## src/smw_defs.svh

```systemverilog
// Timing counts, command bit positions and reset values of the mode and watchdog control
`ifndef SMW_DEFS_SVH
`define SMW_DEFS_SVH

`define SMW_CLK_MHZ          125
`define SMW_RESET_HOLD_MS    1
`define SMW_RESET_HOLD_CYC   (`SMW_RESET_HOLD_MS * `SMW_CLK_MHZ * 1000)
`define SMW_NR_TIMEOUT_MS    150
`define SMW_NR_TIMEOUT_CYC   (`SMW_NR_TIMEOUT_MS * `SMW_CLK_MHZ * 1000)
`define SMW_WD_DEFAULT_MS    150
`define SMW_WD_DEFAULT_CYC   (`SMW_WD_DEFAULT_MS * `SMW_CLK_MHZ * 1000)
`define SMW_INT_PULSE_US     10
`define SMW_INT_PULSE_CYC    (`SMW_INT_PULSE_US * `SMW_CLK_MHZ)

`define SMW_SPI_BITS         4'h8

// Write byte fields
`define SMW_WR_SLEW_HI       7
`define SMW_WR_SLEW_LO       6
`define SMW_WR_PULLUP        5
`define SMW_WR_SW_LO         2
`define SMW_WR_MODE_HI       1
`define SMW_WR_MODE_LO       0
`define SMW_LP_SELECT        2'h3
`define SMW_MODE_SLEEP       2'h0
`define SMW_MODE_STOP        2'h1
`define SMW_MODE_WDCLR       2'h2

// Reset values
`define SMW_SLEW_RST         2'h0
`define SMW_SW_EN_RST        3'h0
`define SMW_PULLUP_RST       1'h0

`endif

```

## src/smw_pkg.sv

```systemverilog
// Types shared by the mode and watchdog control
package smw_pkg;

  typedef enum logic [2:0] {
    SMW_RESET,
    SMW_NORMAL_REQ,
    SMW_NORMAL,
    SMW_STOP,
    SMW_SLEEP
  } smw_mode_e;

  typedef logic [31:0] smw_count_t;

endpackage : smw_pkg

```

## src/smw_mode_ctrl.sv

```systemverilog
// Operating modes, window watchdog, wake, supply flags and switch control
`timescale 1ns/1ns
`include "smw_defs.svh"

//Contract
// - Watchdog selected unless the configuration pin is tied to ground.
// - Open pin uses the default period; resistor gives its own period.
// - Watchdog fails on a clear in closed window or on no clear.
// - Sleep needs request then command; stop needs request then stop command.
// - Wake on either wake input change, LIN wake or select rising.
// - Supply over or under voltage sets its flag and an unmaskable interrupt.
// - Supply flag clears only after being read and the fault gone.
// - Normal mode reads show live state of both wake inputs.
// - Switches a and b are enable bit AND PWM input.
// - Over-temperature latches switch off until enable rewritten to one.
// - Switch c follows its enable bit only.
// - Sense amplifier enabled in normal mode only.
// - Two mode bits select sleep, stop or normal.
// - Reset mode holds reset low 1ms, releases if regulator good.
// - Normal request runs 150ms timeout; reset on timeout or undervoltage. Timeout only runs when the watchdog is selected.
// - Normal runs window watchdog; reset on undervoltage or watchdog fail.
// - Stop keeps limited regulator, watchdog and switches off, wakes.
// - Sleep turns regulator off, reset low; wake goes to normal request.
// - Interrupt reports faults and wake from stop.
// - Watchdog cleared by write of normal-with-clear mode bits.
// - Low power entered on second of two identical commands.
// - Interrupt is a low pulse of about 10 microseconds.
module smw_mode_ctrl #(
  parameter smw_pkg::smw_count_t RESET_HOLD_CYC = `SMW_RESET_HOLD_CYC,  // Reset hold
  parameter smw_pkg::smw_count_t NR_TIMEOUT_CYC = `SMW_NR_TIMEOUT_CYC,  // Normal request limit
  parameter smw_pkg::smw_count_t WD_DEFAULT_CYC = `SMW_WD_DEFAULT_CYC   // Open pin period
) (
  input  wire logic        clock,               // System clock 125 MHz
  input  wire logic        srst,                // Synchronous reset, power on
  input  wire logic        spi_sclk,            // SPI clock pin
  input  wire logic        spi_mosi,            // SPI data in pin
  input  wire logic        spi_csn,             // SPI chip select, low active
  output logic             spi_miso,            // SPI data out
  input  wire logic        pwm_in,              // PWM gate for switches a, b
  input  wire logic        wake_input_a,        // Switch wake input a
  input  wire logic        wake_input_b,        // Switch wake input b
  input  wire logic        lin_wake,            // LIN bus wake detect
  input  wire logic        supply_ov_cond,      // Supply above high threshold
  input  wire logic        supply_uv_cond,      // Supply below low threshold
  input  wire logic        vdd_in_spec,         // Regulator above threshold
  input  wire logic        vdd_temp_warn,       // Regulator temperature warning
  input  wire logic [2:0]  switch_overtemp,     // Per switch over-temperature
  input  wire logic        wdc_grounded,        // Config pin tied to ground
  input  wire logic        wdc_open,            // Config pin open
  input  wire logic [31:0] wd_res_period_cyc,   // Resistor period in cycles
  output logic             reset_n,             // Reset output, low active
  output logic             int_n,               // Interrupt output, low active
  output logic             regulator_on,        // Regulator enable
  output logic             regulator_limited,   // Regulator low current
  output logic             high_side_switch_a,  // Switch a drive
  output logic             high_side_switch_b,  // Switch b drive
  output logic             high_side_switch_c,  // Switch c drive
  output logic             amp_enable,          // Sense amplifier enable
  output logic             lin_tx_enable,       // LIN transmit and receive active
  output logic             lin_pullup_off,      // LIN pull-up removed
  output logic [1:0]       lin_slew             // LIN slew rate select
);

  // Pin inputs: pwm, wa, wb, lin, ov, uv, vdd, temp, ot[3], gnd, open
  localparam int NSYNC = 13;
  logic [NSYNC-1:0] sync1;
  logic [NSYNC-1:0] sync2;

  always_ff @(posedge clock) begin
    if (srst) begin
      sync1 <= 13'h0000;
      sync2 <= 13'h0000;
    end else begin
      sync1 <= {pwm_in, wake_input_a, wake_input_b, lin_wake, supply_ov_cond,
                supply_uv_cond, vdd_in_spec, vdd_temp_warn, switch_overtemp,
                wdc_grounded, wdc_open};
      sync2 <= sync1;
    end
  end

  logic       pwm_s, wa_s, wb_s, lin_s, ov_c, uv_c, vdd_s, temp_s, gnd_s, open_s;
  logic [2:0] ot_s;
  assign {pwm_s, wa_s, wb_s, lin_s, ov_c, uv_c, vdd_s, temp_s, ot_s, gnd_s, open_s} = sync2;

  logic [7:0] rx_byte;
  logic       rx_valid;
  logic       cs_fall;
  logic       cs_rise;
  logic [7:0] status_byte;

  smw_spi_slave u_spi (
    .clock    (clock),
    .srst     (srst),
    .spi_sclk (spi_sclk),
    .spi_mosi (spi_mosi),
    .spi_csn  (spi_csn),
    .tx_byte  (status_byte),
    .rx_byte  (rx_byte),
    .rx_valid (rx_valid),
    .cs_fall  (cs_fall),
    .cs_rise  (cs_rise),
    .spi_miso (spi_miso)
  );

  smw_pkg::smw_mode_e  mode, next_mode;
  smw_pkg::smw_count_t tmr, next_tmr;
  smw_pkg::smw_count_t wd_cnt, next_wd_cnt;
  logic [15:0] int_cnt, next_int_cnt;
  logic        int_src, next_int_src;
  logic        ov_flag, next_ov_flag, ov_read, next_ov_read;
  logic        uv_flag, next_uv_flag, uv_read, next_uv_read;
  logic [2:0]  ot_latch, next_ot_latch;
  logic [2:0]  sw_en, next_sw_en;
  logic [1:0]  next_slew;
  logic        pullup_bit, next_pullup_bit;
  logic        lp_pend, next_lp_pend;
  logic [7:0]  lp_byte, next_lp_byte;
  logic        wa_prev, wb_prev, lin_prev, temp_prev;
  logic [2:0]  wake_src, next_wake_src;
  logic        next_reset_n, next_int_n;

  logic                wd_sel, wd_closed, wd_fail, wd_clear, is_lp, lp_enter;
  logic                wake_evt, int_evt, sw_allowed, wr;
  smw_pkg::smw_count_t wd_period;

  assign wr = rx_valid;
  assign wd_sel    = ~gnd_s;
  assign wd_period = open_s ? WD_DEFAULT_CYC : wd_res_period_cyc;
  assign wd_closed = wd_cnt < (wd_period >> 1);
  assign wd_clear  = wr && rx_byte[`SMW_WR_MODE_HI:`SMW_WR_MODE_LO] == `SMW_MODE_WDCLR;
  assign wd_fail   = wd_sel && ((wd_clear && wd_closed) || wd_cnt >= wd_period - 32'h1);
  // low power select with mode bit high clear
  assign is_lp     = wr && rx_byte[`SMW_WR_SLEW_HI:`SMW_WR_SLEW_LO] == `SMW_LP_SELECT
                     && !rx_byte[`SMW_WR_MODE_HI];
  assign lp_enter  = is_lp && lp_pend && rx_byte == lp_byte;
  assign wake_evt  = (wa_s != wa_prev) || (wb_s != wb_prev) || (lin_s && !lin_prev) || cs_rise;

  // live inputs in normal, latched wake source otherwise
  assign status_byte = {int_src, wake_src[2], ov_flag, uv_flag, temp_s, |ot_latch,
                        wake_src[1] | (wb_s && mode == smw_pkg::SMW_NORMAL),
                        wake_src[0] | (wa_s && mode == smw_pkg::SMW_NORMAL)};

  always_comb begin
    next_mode   = mode;
    next_tmr    = tmr + 32'h1;
    next_wd_cnt = wd_cnt;
    case (mode)
      smw_pkg::SMW_RESET: begin
        // hold then release on good regulator
        if (tmr >= RESET_HOLD_CYC - 32'h1 && vdd_s) begin
          next_mode = smw_pkg::SMW_NORMAL_REQ;
          next_tmr  = 32'h0;
        end
      end
      smw_pkg::SMW_NORMAL_REQ: begin
        if ((reset_n && !vdd_s) || (wd_sel && tmr >= NR_TIMEOUT_CYC - 32'h1)) begin
          next_mode = smw_pkg::SMW_RESET;
          next_tmr  = 32'h0;
        end else if (lp_enter) begin
          next_mode = rx_byte[`SMW_WR_MODE_LO] ? smw_pkg::SMW_STOP : smw_pkg::SMW_SLEEP;
        end else if (wd_clear) begin
          next_mode   = smw_pkg::SMW_NORMAL;
          next_wd_cnt = 32'h0;
        end
      end
      smw_pkg::SMW_NORMAL: begin
        next_wd_cnt = wd_cnt + 32'h1;
        if (!vdd_s || wd_fail) begin
          next_mode = smw_pkg::SMW_RESET;
          next_tmr  = 32'h0;
        // mode bits choose stop or sleep
        end else if (lp_enter) begin
          next_mode = rx_byte[`SMW_WR_MODE_LO] ? smw_pkg::SMW_STOP : smw_pkg::SMW_SLEEP;
        end else if (wd_clear) begin
          next_wd_cnt = 32'h0;
        end
      end
      smw_pkg::SMW_STOP: begin
        // undervoltage reset, wake to normal request
        if (!vdd_s) begin
          next_mode = smw_pkg::SMW_RESET;
          next_tmr  = 32'h0;
        end else if (wake_evt) begin
          next_mode = smw_pkg::SMW_NORMAL_REQ;
          next_tmr  = 32'h0;
        end
      end
      smw_pkg::SMW_SLEEP: begin
        // wake restores regulator in normal request
        if (wake_evt) begin
          next_mode = smw_pkg::SMW_NORMAL_REQ;
          next_tmr  = 32'h0;
        end
      end
      default: begin
        next_mode = smw_pkg::SMW_RESET;
        next_tmr  = 32'h0;
      end
    endcase
  end

  // per switch latch, set wins over rewrite
  genvar gi;
  generate
    for (gi = 0; gi < 3; gi++) begin : g_ot
      assign next_ot_latch[gi] = ot_s[gi] |
                                 (ot_latch[gi] & ~(wr & rx_byte[`SMW_WR_SW_LO + gi]));
    end
  endgenerate

  always_comb begin
    next_sw_en      = sw_en;
    next_slew       = lin_slew;
    next_pullup_bit = pullup_bit;
    next_lp_pend    = lp_pend;
    next_lp_byte    = lp_byte;
    if (wr) begin
      next_sw_en      = rx_byte[`SMW_WR_SW_LO +: 3];
      next_pullup_bit = rx_byte[`SMW_WR_PULLUP];
      next_lp_pend    = is_lp && !lp_enter;
      next_lp_byte    = rx_byte;
      // Low power select leaves slew rate untouched
      if (rx_byte[`SMW_WR_SLEW_HI:`SMW_WR_SLEW_LO] != `SMW_LP_SELECT) begin
        next_slew = rx_byte[`SMW_WR_SLEW_HI:`SMW_WR_SLEW_LO];
      end
    end
    // Reset mode clears the write bits except the pull-up
    if (next_mode == smw_pkg::SMW_RESET) begin
      next_sw_en   = `SMW_SW_EN_RST;
      next_slew    = `SMW_SLEW_RST;
      next_lp_pend = 1'b0;
    end
  end

  always_comb begin
    // clear only after read and fault gone
    next_ov_flag = ov_c | (ov_flag & ~(ov_read & ~ov_c));
    next_uv_flag = uv_c | (uv_flag & ~(uv_read & ~uv_c));
    next_ov_read = next_ov_flag & (ov_read | (cs_fall & ov_flag));
    next_uv_read = next_uv_flag & (uv_read | (cs_fall & uv_flag));
    // Wake source stays until read; a new wake wins over the read
    next_wake_src = cs_fall ? 3'h0 : wake_src;
    if (mode == smw_pkg::SMW_STOP || mode == smw_pkg::SMW_SLEEP) begin
      next_wake_src = next_wake_src | {lin_s & ~lin_prev, wb_s != wb_prev, wa_s != wa_prev};
    end
    // faults and stop wake raise the interrupt
    int_evt = (ov_c & ~ov_flag) | (uv_c & ~uv_flag) | (|(ot_s & ~ot_latch)) |
              (temp_s & ~temp_prev) | (mode == smw_pkg::SMW_STOP && wake_evt);
    next_int_src = int_evt | (int_src & ~cs_fall);
    if (int_evt) begin
      next_int_cnt = 16'(`SMW_INT_PULSE_CYC);
    end else if (int_cnt != 16'h0) begin
      next_int_cnt = int_cnt - 16'h1;
    end else begin
      next_int_cnt = 16'h0;
    end
    next_int_n = (next_int_cnt == 16'h0);
    next_reset_n = vdd_s && (next_mode == smw_pkg::SMW_NORMAL_REQ ||
                             next_mode == smw_pkg::SMW_NORMAL ||
                             next_mode == smw_pkg::SMW_STOP);
    sw_allowed = next_mode == smw_pkg::SMW_NORMAL_REQ || next_mode == smw_pkg::SMW_NORMAL;
  end

  always_ff @(posedge clock) begin
    if (srst) begin
      mode               <= smw_pkg::SMW_RESET;
      tmr                <= 32'h0;
      wd_cnt             <= 32'h0;
      int_cnt            <= 16'h0;
      int_src            <= 1'b0;
      ov_flag            <= 1'b0;
      uv_flag            <= 1'b0;
      ov_read            <= 1'b0;
      uv_read            <= 1'b0;
      ot_latch           <= 3'h0;
      sw_en              <= `SMW_SW_EN_RST;
      lin_slew           <= `SMW_SLEW_RST;
      pullup_bit         <= `SMW_PULLUP_RST;
      lp_pend            <= 1'b0;
      lp_byte            <= 8'h00;
      wa_prev            <= 1'b0;
      wb_prev            <= 1'b0;
      lin_prev           <= 1'b0;
      temp_prev          <= 1'b0;
      wake_src           <= 3'h0;
      reset_n            <= 1'b0;
      int_n              <= 1'b1;
      regulator_on       <= 1'b1;
      regulator_limited  <= 1'b0;
      high_side_switch_a <= 1'b0;
      high_side_switch_b <= 1'b0;
      high_side_switch_c <= 1'b0;
      amp_enable         <= 1'b0;
      lin_tx_enable      <= 1'b0;
      lin_pullup_off     <= 1'b0;
    end else begin
      mode               <= next_mode;
      tmr                <= next_tmr;
      wd_cnt             <= next_wd_cnt;
      int_cnt            <= next_int_cnt;
      int_src            <= next_int_src;
      ov_flag            <= next_ov_flag;
      uv_flag            <= next_uv_flag;
      ov_read            <= next_ov_read;
      uv_read            <= next_uv_read;
      ot_latch           <= next_ot_latch;
      sw_en              <= next_sw_en;
      lin_slew           <= next_slew;
      pullup_bit         <= next_pullup_bit;
      lp_pend            <= next_lp_pend;
      lp_byte            <= next_lp_byte;
      wa_prev            <= wa_s;
      wb_prev            <= wb_s;
      lin_prev           <= lin_s;
      temp_prev          <= temp_s;
      wake_src           <= next_wake_src;
      reset_n            <= next_reset_n;
      int_n              <= next_int_n;
      regulator_on       <= next_mode != smw_pkg::SMW_SLEEP;
      regulator_limited  <= next_mode == smw_pkg::SMW_STOP;
      // enable AND PWM for a and b, enable only for c; latch forces off
      high_side_switch_a <= sw_allowed & next_sw_en[0] & ~next_ot_latch[0] & pwm_s;
      high_side_switch_b <= sw_allowed & next_sw_en[1] & ~next_ot_latch[1] & pwm_s;
      high_side_switch_c <= sw_allowed & next_sw_en[2] & ~next_ot_latch[2];
      amp_enable         <= next_mode == smw_pkg::SMW_NORMAL;
      lin_tx_enable      <= sw_allowed;
      lin_pullup_off     <= next_pullup_bit &
                            (next_mode == smw_pkg::SMW_STOP || next_mode == smw_pkg::SMW_SLEEP);
    end
  end

endmodule : smw_mode_ctrl

```

## src/smw_spi_slave.sv

```systemverilog
// Eight-bit SPI slave oversampled by the system clock
`timescale 1ns/1ns
`include "smw_defs.svh"

module smw_spi_slave (
  input  wire logic       clock,     // System clock
  input  wire logic       srst,      // Synchronous reset
  input  wire logic       spi_sclk,  // SPI clock pin
  input  wire logic       spi_mosi,  // SPI data in pin
  input  wire logic       spi_csn,   // SPI chip select pin, low active
  input  wire logic [7:0] tx_byte,   // Status loaded at select fall
  output logic      [7:0] rx_byte,   // Last complete byte
  output logic            rx_valid,  // Byte complete pulse
  output logic            cs_fall,   // Select falling pulse
  output logic            cs_rise,   // Select rising pulse
  output logic            spi_miso   // SPI data out
);

  logic [2:0] sync1;
  logic [2:0] sync2;
  logic [2:0] prev;
  logic [7:0] shift_in;
  logic [7:0] shift_out;
  logic [3:0] bit_cnt;
  logic [7:0] next_shift_in;
  logic [7:0] next_shift_out;
  logic [3:0] next_bit_cnt;
  logic [7:0] next_rx_byte;
  logic       next_rx_valid;
  logic       next_miso;
  logic       sclk_rise;
  logic       sclk_fall;
  logic       csn_fall;
  logic       csn_rise;

  // Order: csn, sclk, mosi
  always_ff @(posedge clock) begin
    if (srst) begin
      sync1 <= 3'h7;
      sync2 <= 3'h7;
      prev  <= 3'h7;
    end else begin
      sync1 <= {spi_csn, spi_sclk, spi_mosi};
      sync2 <= sync1;
      prev  <= sync2;
    end
  end

  assign sclk_rise = sync2[1] & ~prev[1] & ~sync2[2];
  assign sclk_fall = ~sync2[1] & prev[1] & ~sync2[2];
  assign csn_fall  = ~sync2[2] & prev[2];
  assign csn_rise  = sync2[2] & ~prev[2];

  always_comb begin
    next_shift_in  = shift_in;
    next_shift_out = shift_out;
    next_bit_cnt   = bit_cnt;
    next_rx_byte   = rx_byte;
    next_rx_valid  = 1'b0;
    next_miso      = spi_miso;
    if (csn_fall) begin
      next_shift_out = tx_byte;
      next_bit_cnt   = 4'h0;
      next_miso      = tx_byte[7];
    end else if (sclk_rise) begin
      next_shift_in = {shift_in[6:0], sync2[0]};
      if (bit_cnt != `SMW_SPI_BITS) begin
        next_bit_cnt = bit_cnt + 4'h1;
      end
    end else if (sclk_fall) begin
      next_shift_out = {shift_out[6:0], 1'b0};
      next_miso      = shift_out[6];
    end
    // A frame of eight or more clocks counts with its last eight bits; shorter is dropped
    if (csn_rise && bit_cnt == `SMW_SPI_BITS) begin
      next_rx_byte  = shift_in;
      next_rx_valid = 1'b1;
    end
  end

  always_ff @(posedge clock) begin
    if (srst) begin
      shift_in  <= 8'h00;
      shift_out <= 8'h00;
      bit_cnt   <= 4'h0;
      rx_byte   <= 8'h00;
      rx_valid  <= 1'b0;
      cs_fall   <= 1'b0;
      cs_rise   <= 1'b0;
      spi_miso  <= 1'b0;
    end else begin
      shift_in  <= next_shift_in;
      shift_out <= next_shift_out;
      bit_cnt   <= next_bit_cnt;
      rx_byte   <= next_rx_byte;
      rx_valid  <= next_rx_valid;
      cs_fall   <= csn_fall;
      cs_rise   <= csn_rise;
      spi_miso  <= next_miso;
    end
  end

endmodule : smw_spi_slave

```

## config.mk

```make
export PLATFORM = sky130hd
export DESIGN_NAME = smw_mode_ctrl
export DESIGN_NICKNAME = d
export VERILOG_FILES = /design/src/smw_pkg.sv /design/src/smw_mode_ctrl.sv /design/src/smw_spi_slave.sv
export VERILOG_INCLUDE_DIRS = /design/src
export SDC_FILE = /design/constraint.sdc
export NUM_CORES = 1
export LEC_CHECK = 0
export BUFFER_PORTS_ARGS = -buffer_cell sky130_fd_sc_hd__buf_2
export CAP_MARGIN = 15
export CELL_PAD_IN_SITES_DETAIL_PLACEMENT = 0
export CELL_PAD_IN_SITES_GLOBAL_PLACEMENT = 1
export CORE_MARGIN = 2
export CORE_UTILIZATION = 47
export DETAILED_ROUTE_END_ITERATION = 10
export PLACE_DENSITY_LB_ADDON = 0.15
export SLEW_MARGIN = 20
export SYNTH_ARGS = -nofsm -noshare
export SYNTH_HDL_FRONTEND = slang
export SYNTH_SLANG_ARGS = --single-unit
```

## constraint.sdc

```tcl
create_clock -name clock -period 7.3 [get_ports clock]
set_input_delay 1.095 -clock clock [delete_from_list [all_inputs] [get_ports clock]]
set_output_delay 1.095 -clock clock [all_outputs]
set_load 0.05 [all_outputs]
```

==> metrics.md <==
| Metric | Value |
|---|---|
| Initial antenna violation count | 0 |
| Pwr Total | 2.201 mW |
| Via-to-Cell Ratio | 5.214 |
| Yosys top cell area share | 39.09% |
| First-pass DRT Iterations | 4 |
| Hold Slack | 0.4108 ns |
| Reg2reg setup slack | 1.81 ns |
| Area of the multi-input gates | 5603 µm² |
| Reg2reg path depth | 19 |
| Setup TNS | 0 ns |
| Number of H-tree levels | 4 |
| Crit Path Class | in2reg |
| Clk buf depth | 2 |
| CTS tree | yes |
| Worst slack at placement | 1.065 ns |
| Hold-fix buffers at CTS | 0 |
| Min-delay src | u_spi.sync1[1]$_SDFF_PP1_ |
| CTS sink cnt | 188 |
| Die X | 147.1 µm |
| Antenna cells | 0 |
| Detailed placement HPWL | 14.76 mm |
| Routed len/inst | 13.79 µm |
| Final Util | 53.34% |
| Met3 GRT Util | 3.602% |
| Post-DP Area | 10,160 µm² |
| VDD IR-drop max | 132.1 µV |
| CTS buffer count | 17 |
| Syn Nets | 1,224 |
| Post-CTS sizing | 0 |
| Synth Instances | 1,110 |
| Area contributors post-synth | dfxtp_1 (39%), ha_1 (8.3%), nor2_1 (6.2%) |
| Hold Path End | u_spi.sync2[1]$_SDFF_PP1_ |
| Die height | 147.1 µm |
| Register area share after synthesis | 39.09% |
| Slowest cell on the critical path | or4b_4 |
| Area Growth Syn to Fin | 11.73% |
| Hold path cells | 1 |
| Worst-case clock skew | 0.006306 ns |
| Max cap viols | 0 |
| RR Endpoint | sw_en[2]$_SDFF_PP0_ |
| Switching Fraction | 24.79% |
| Yosys reg bits | 188 |
| Placed cells | 1,410 |
| Largest net degree at the start of global routing | 54 |
| Seq pwr share | 48.8% |
| Ys flop type | dfxtp_1 |
| Gr busiest metal | met2 |
| First-pass GRT wire length | 34.63 mm |
| Hold WC Path Type | reg2reg |
| Psw | 545.5 µW |
| Ys async rst share | 0% |
| IO Port Bufs | 62 |
| Design area | 10,760 µm² |
| Int Pwr | 1.655 mW |
| Leak | 4.347 nW |
| Initial Util | 47.74% |
| Met2 usage | 30.82% |
| Mapped cell area | 9628 µm² |
| Crit. End Element | register |
| Rows | 52 |
| Total GRT Usage | 19.29% |
| Most frequent cell after synthesis | dfxtp_1 |
| Most frequent CP cell | a211oi_1 |
| Status | finished clean |
| CP cell instances | buf_2 > nor4_4 > nand4bb_2 > nor4b_4 > nand4b_2 > or4b_4 > a21oi_2 > nand3_1 > nor2_1 > xor2_1 > ha_1 > and4_1 > nand4_1 > a211oi_1 > o41a_1 > a211oi_2 > o21ai_0 > a31o_2 > and4b_1 > a211oi_1 |
| EDFF count, synth | 0 |
| # setup viols final | 0 |
| Combinational group share of total power | 9.0% |
| Max-slew headroom at the worst pin | 37.02% |
| Actual slew at the worst max-slew pin | 0.9361 ns |
| Final Non-Filler Cells | 1,442 |
| Fillers | 1,939 |
| Share of cells above drive strength 1 | 11.01% |
| Total grt overflow | 0 |
| Reg clk slew, reported paths | 0.07 ns |
| Drt drc | 0 |
| RSZ-0062 raised after global routing | false |
| Distinct cells, synth | 71 |
| FF-to-FF Start | sync2[0]$_SDFF_PP0_ |
| Post-CTS setup buffers | 0 |
| Root Buffer | clkbuf_16 |
| Fin. max-slew vios | 0 |
| Register area | 3764 µm² |
| Clock power share | 42.2% |
| Worst-Skew Late Latency | 0.43 ns |
| Routed via count | 7,519 |
| Max incr delay on CP | 0.57 ns |
| Vias in the first global route | 7,232 |
| Top Ports | 63 |
| PwrDens | 204.6 nW/µm² |
| Core ar. | 20,170 µm² |
| 1st-iter DRT viols | 278 |
| Mapped Avg Cell Area | 8.674 µm² |
| Max Clock Freq | 174.1 MHz |
| Top cells by count, synth | dfxtp_1 (188), nor2_1 (158), nand2_1 (102), ha_1 (64), a21oi_1 (59) |
| Arrival time at the worst endpoint | 6.04 ns |
| CP required | 7.59 ns |
| M1 GR Usage | 26.50% |
| Full die area | 21,650 µm² |
| Fin crit period | 5.745 ns |
| GPL Wtd Cong | 0.8125 |
| Warnings from Yosys | 0 |
| Routed wire length | 19.88 mm |
| CP startpoint kind | input port |
| Final WS setup | 1.555 ns |
| Period utilization | 78.71% |
| Fin. Hold Viols | 0 |
| Nets | 1,273 |
| Antenna-violating nets left | 0 |
| Max FO, Critical Path | 7 |
| Synth area leader | dfxtp_1 |
## flip-flops by register name (all words and copies together), names as in the netlist, 4 cells and up
signal / cells
wd_cnt: 32
sync1: 13
u_spi.shift_in: 8
tmr: 32
u_spi.shift_out: 7
lp_byte: 8
int_cnt: 16
u_spi.rx_byte: 8
sync2: 13
u_spi.bit_cnt: 4
## critical path, delay by kind of cell
family / cells / cell delay [ns]
fa+ha+maj: 1 / 0.28
xor+xnor: 1 / 0.09
buf+inv: 1 / 0.13
compound gates: 7 / 1.47
simple gates: 10 / 2.96
## layout make-up
class	instances	area share, %
Clock inverter	14	1.477
Inverter	26	0.9072
Tap cell	270	3.140
Clock buffer	18	4.082
Timing Repair Buffer	68	3.326
Sequential cell	188	34.98
Multi-Input combinational cell	858	52.08
## how the worst max path moves through the flow
stage | slack, ns | depth (start not counted) | start | to
detailed placement | 1.06 | 20 | wd_res_period_cyc[3] | sw_en[2]$_SDFF_PP0_
finish | 1.55 | 20 | wd_res_period_cyc[3] | sw_en[2]$_SDFF_PP0_
floorplan | 1.72 | 22 | wd_res_period_cyc[3] | lin_slew[0]$_SDFFE_PP0P_
global placement | 1.25 | 20 | wd_res_period_cyc[3] | lin_slew[0]$_SDFFE_PP0P_
CTS | 1.50 | 20 | wd_res_period_cyc[3] | sw_en[2]$_SDFF_PP0_
global route | 1.13 | 20 | wd_res_period_cyc[3] | sw_en[2]$_SDFF_PP0_
## routing by layer
metal | part of all wire (%) | routed length [µm] | up-vias
met1 | 50 | 9919 | 3414
met2 | 45 | 8982 | 111
li1 | - | - | 3971
met5 | 0 | 0 | -
met4 | 1.9 | 370 | 0
met3 | 3.0 | 606 | 23
## power by group through the flow
stage	Combinational, mW	Clock, mW	Sequential [mW]
2_1_floorplan	0.146	0	1.09
3_3_place_gp	0.198	0	1.10
3_5_place_dp	0.199	0	1.10
4_1_cts	0.200	0.954	1.07
5_1_grt	0.227	1.00	1.08
6_report	0.197	0.929	1.07
## logic make-up (layout without fill, tap and decap cells)
kind of cell             Yosys count  after routing  share of synthesized area (%)
AO/OA/AOI/OAI                    150            150                          10.23
XOR/XNOR                         109            109                          9.916
adder cells (fa/ha/maj)           64             64                          8.317
buffers and inverters             64            126                          2.716
flip-flops                       188            188                          39.09
multiplexers                      21             21                          2.196
AND/OR/NAND/NOR                  514            514                          27.54
## cells in the final DEF, fill, tap and decap left out, types with 25 or more instances in the layout
master,netlist,final
nor2b_1,42,42
nand2_1,102,102
nor3_1,33,33
a21oi_1,59,59
nand3_1,31,31
ha_1,64,64
xnor2_1,58,58
xor2_1,51,51
nor2_1,158,158
buf_2,5,61
dfxtp_1,188,188
inv_1,25,25
Note: power is estimated with default switching activity, not from simulation.
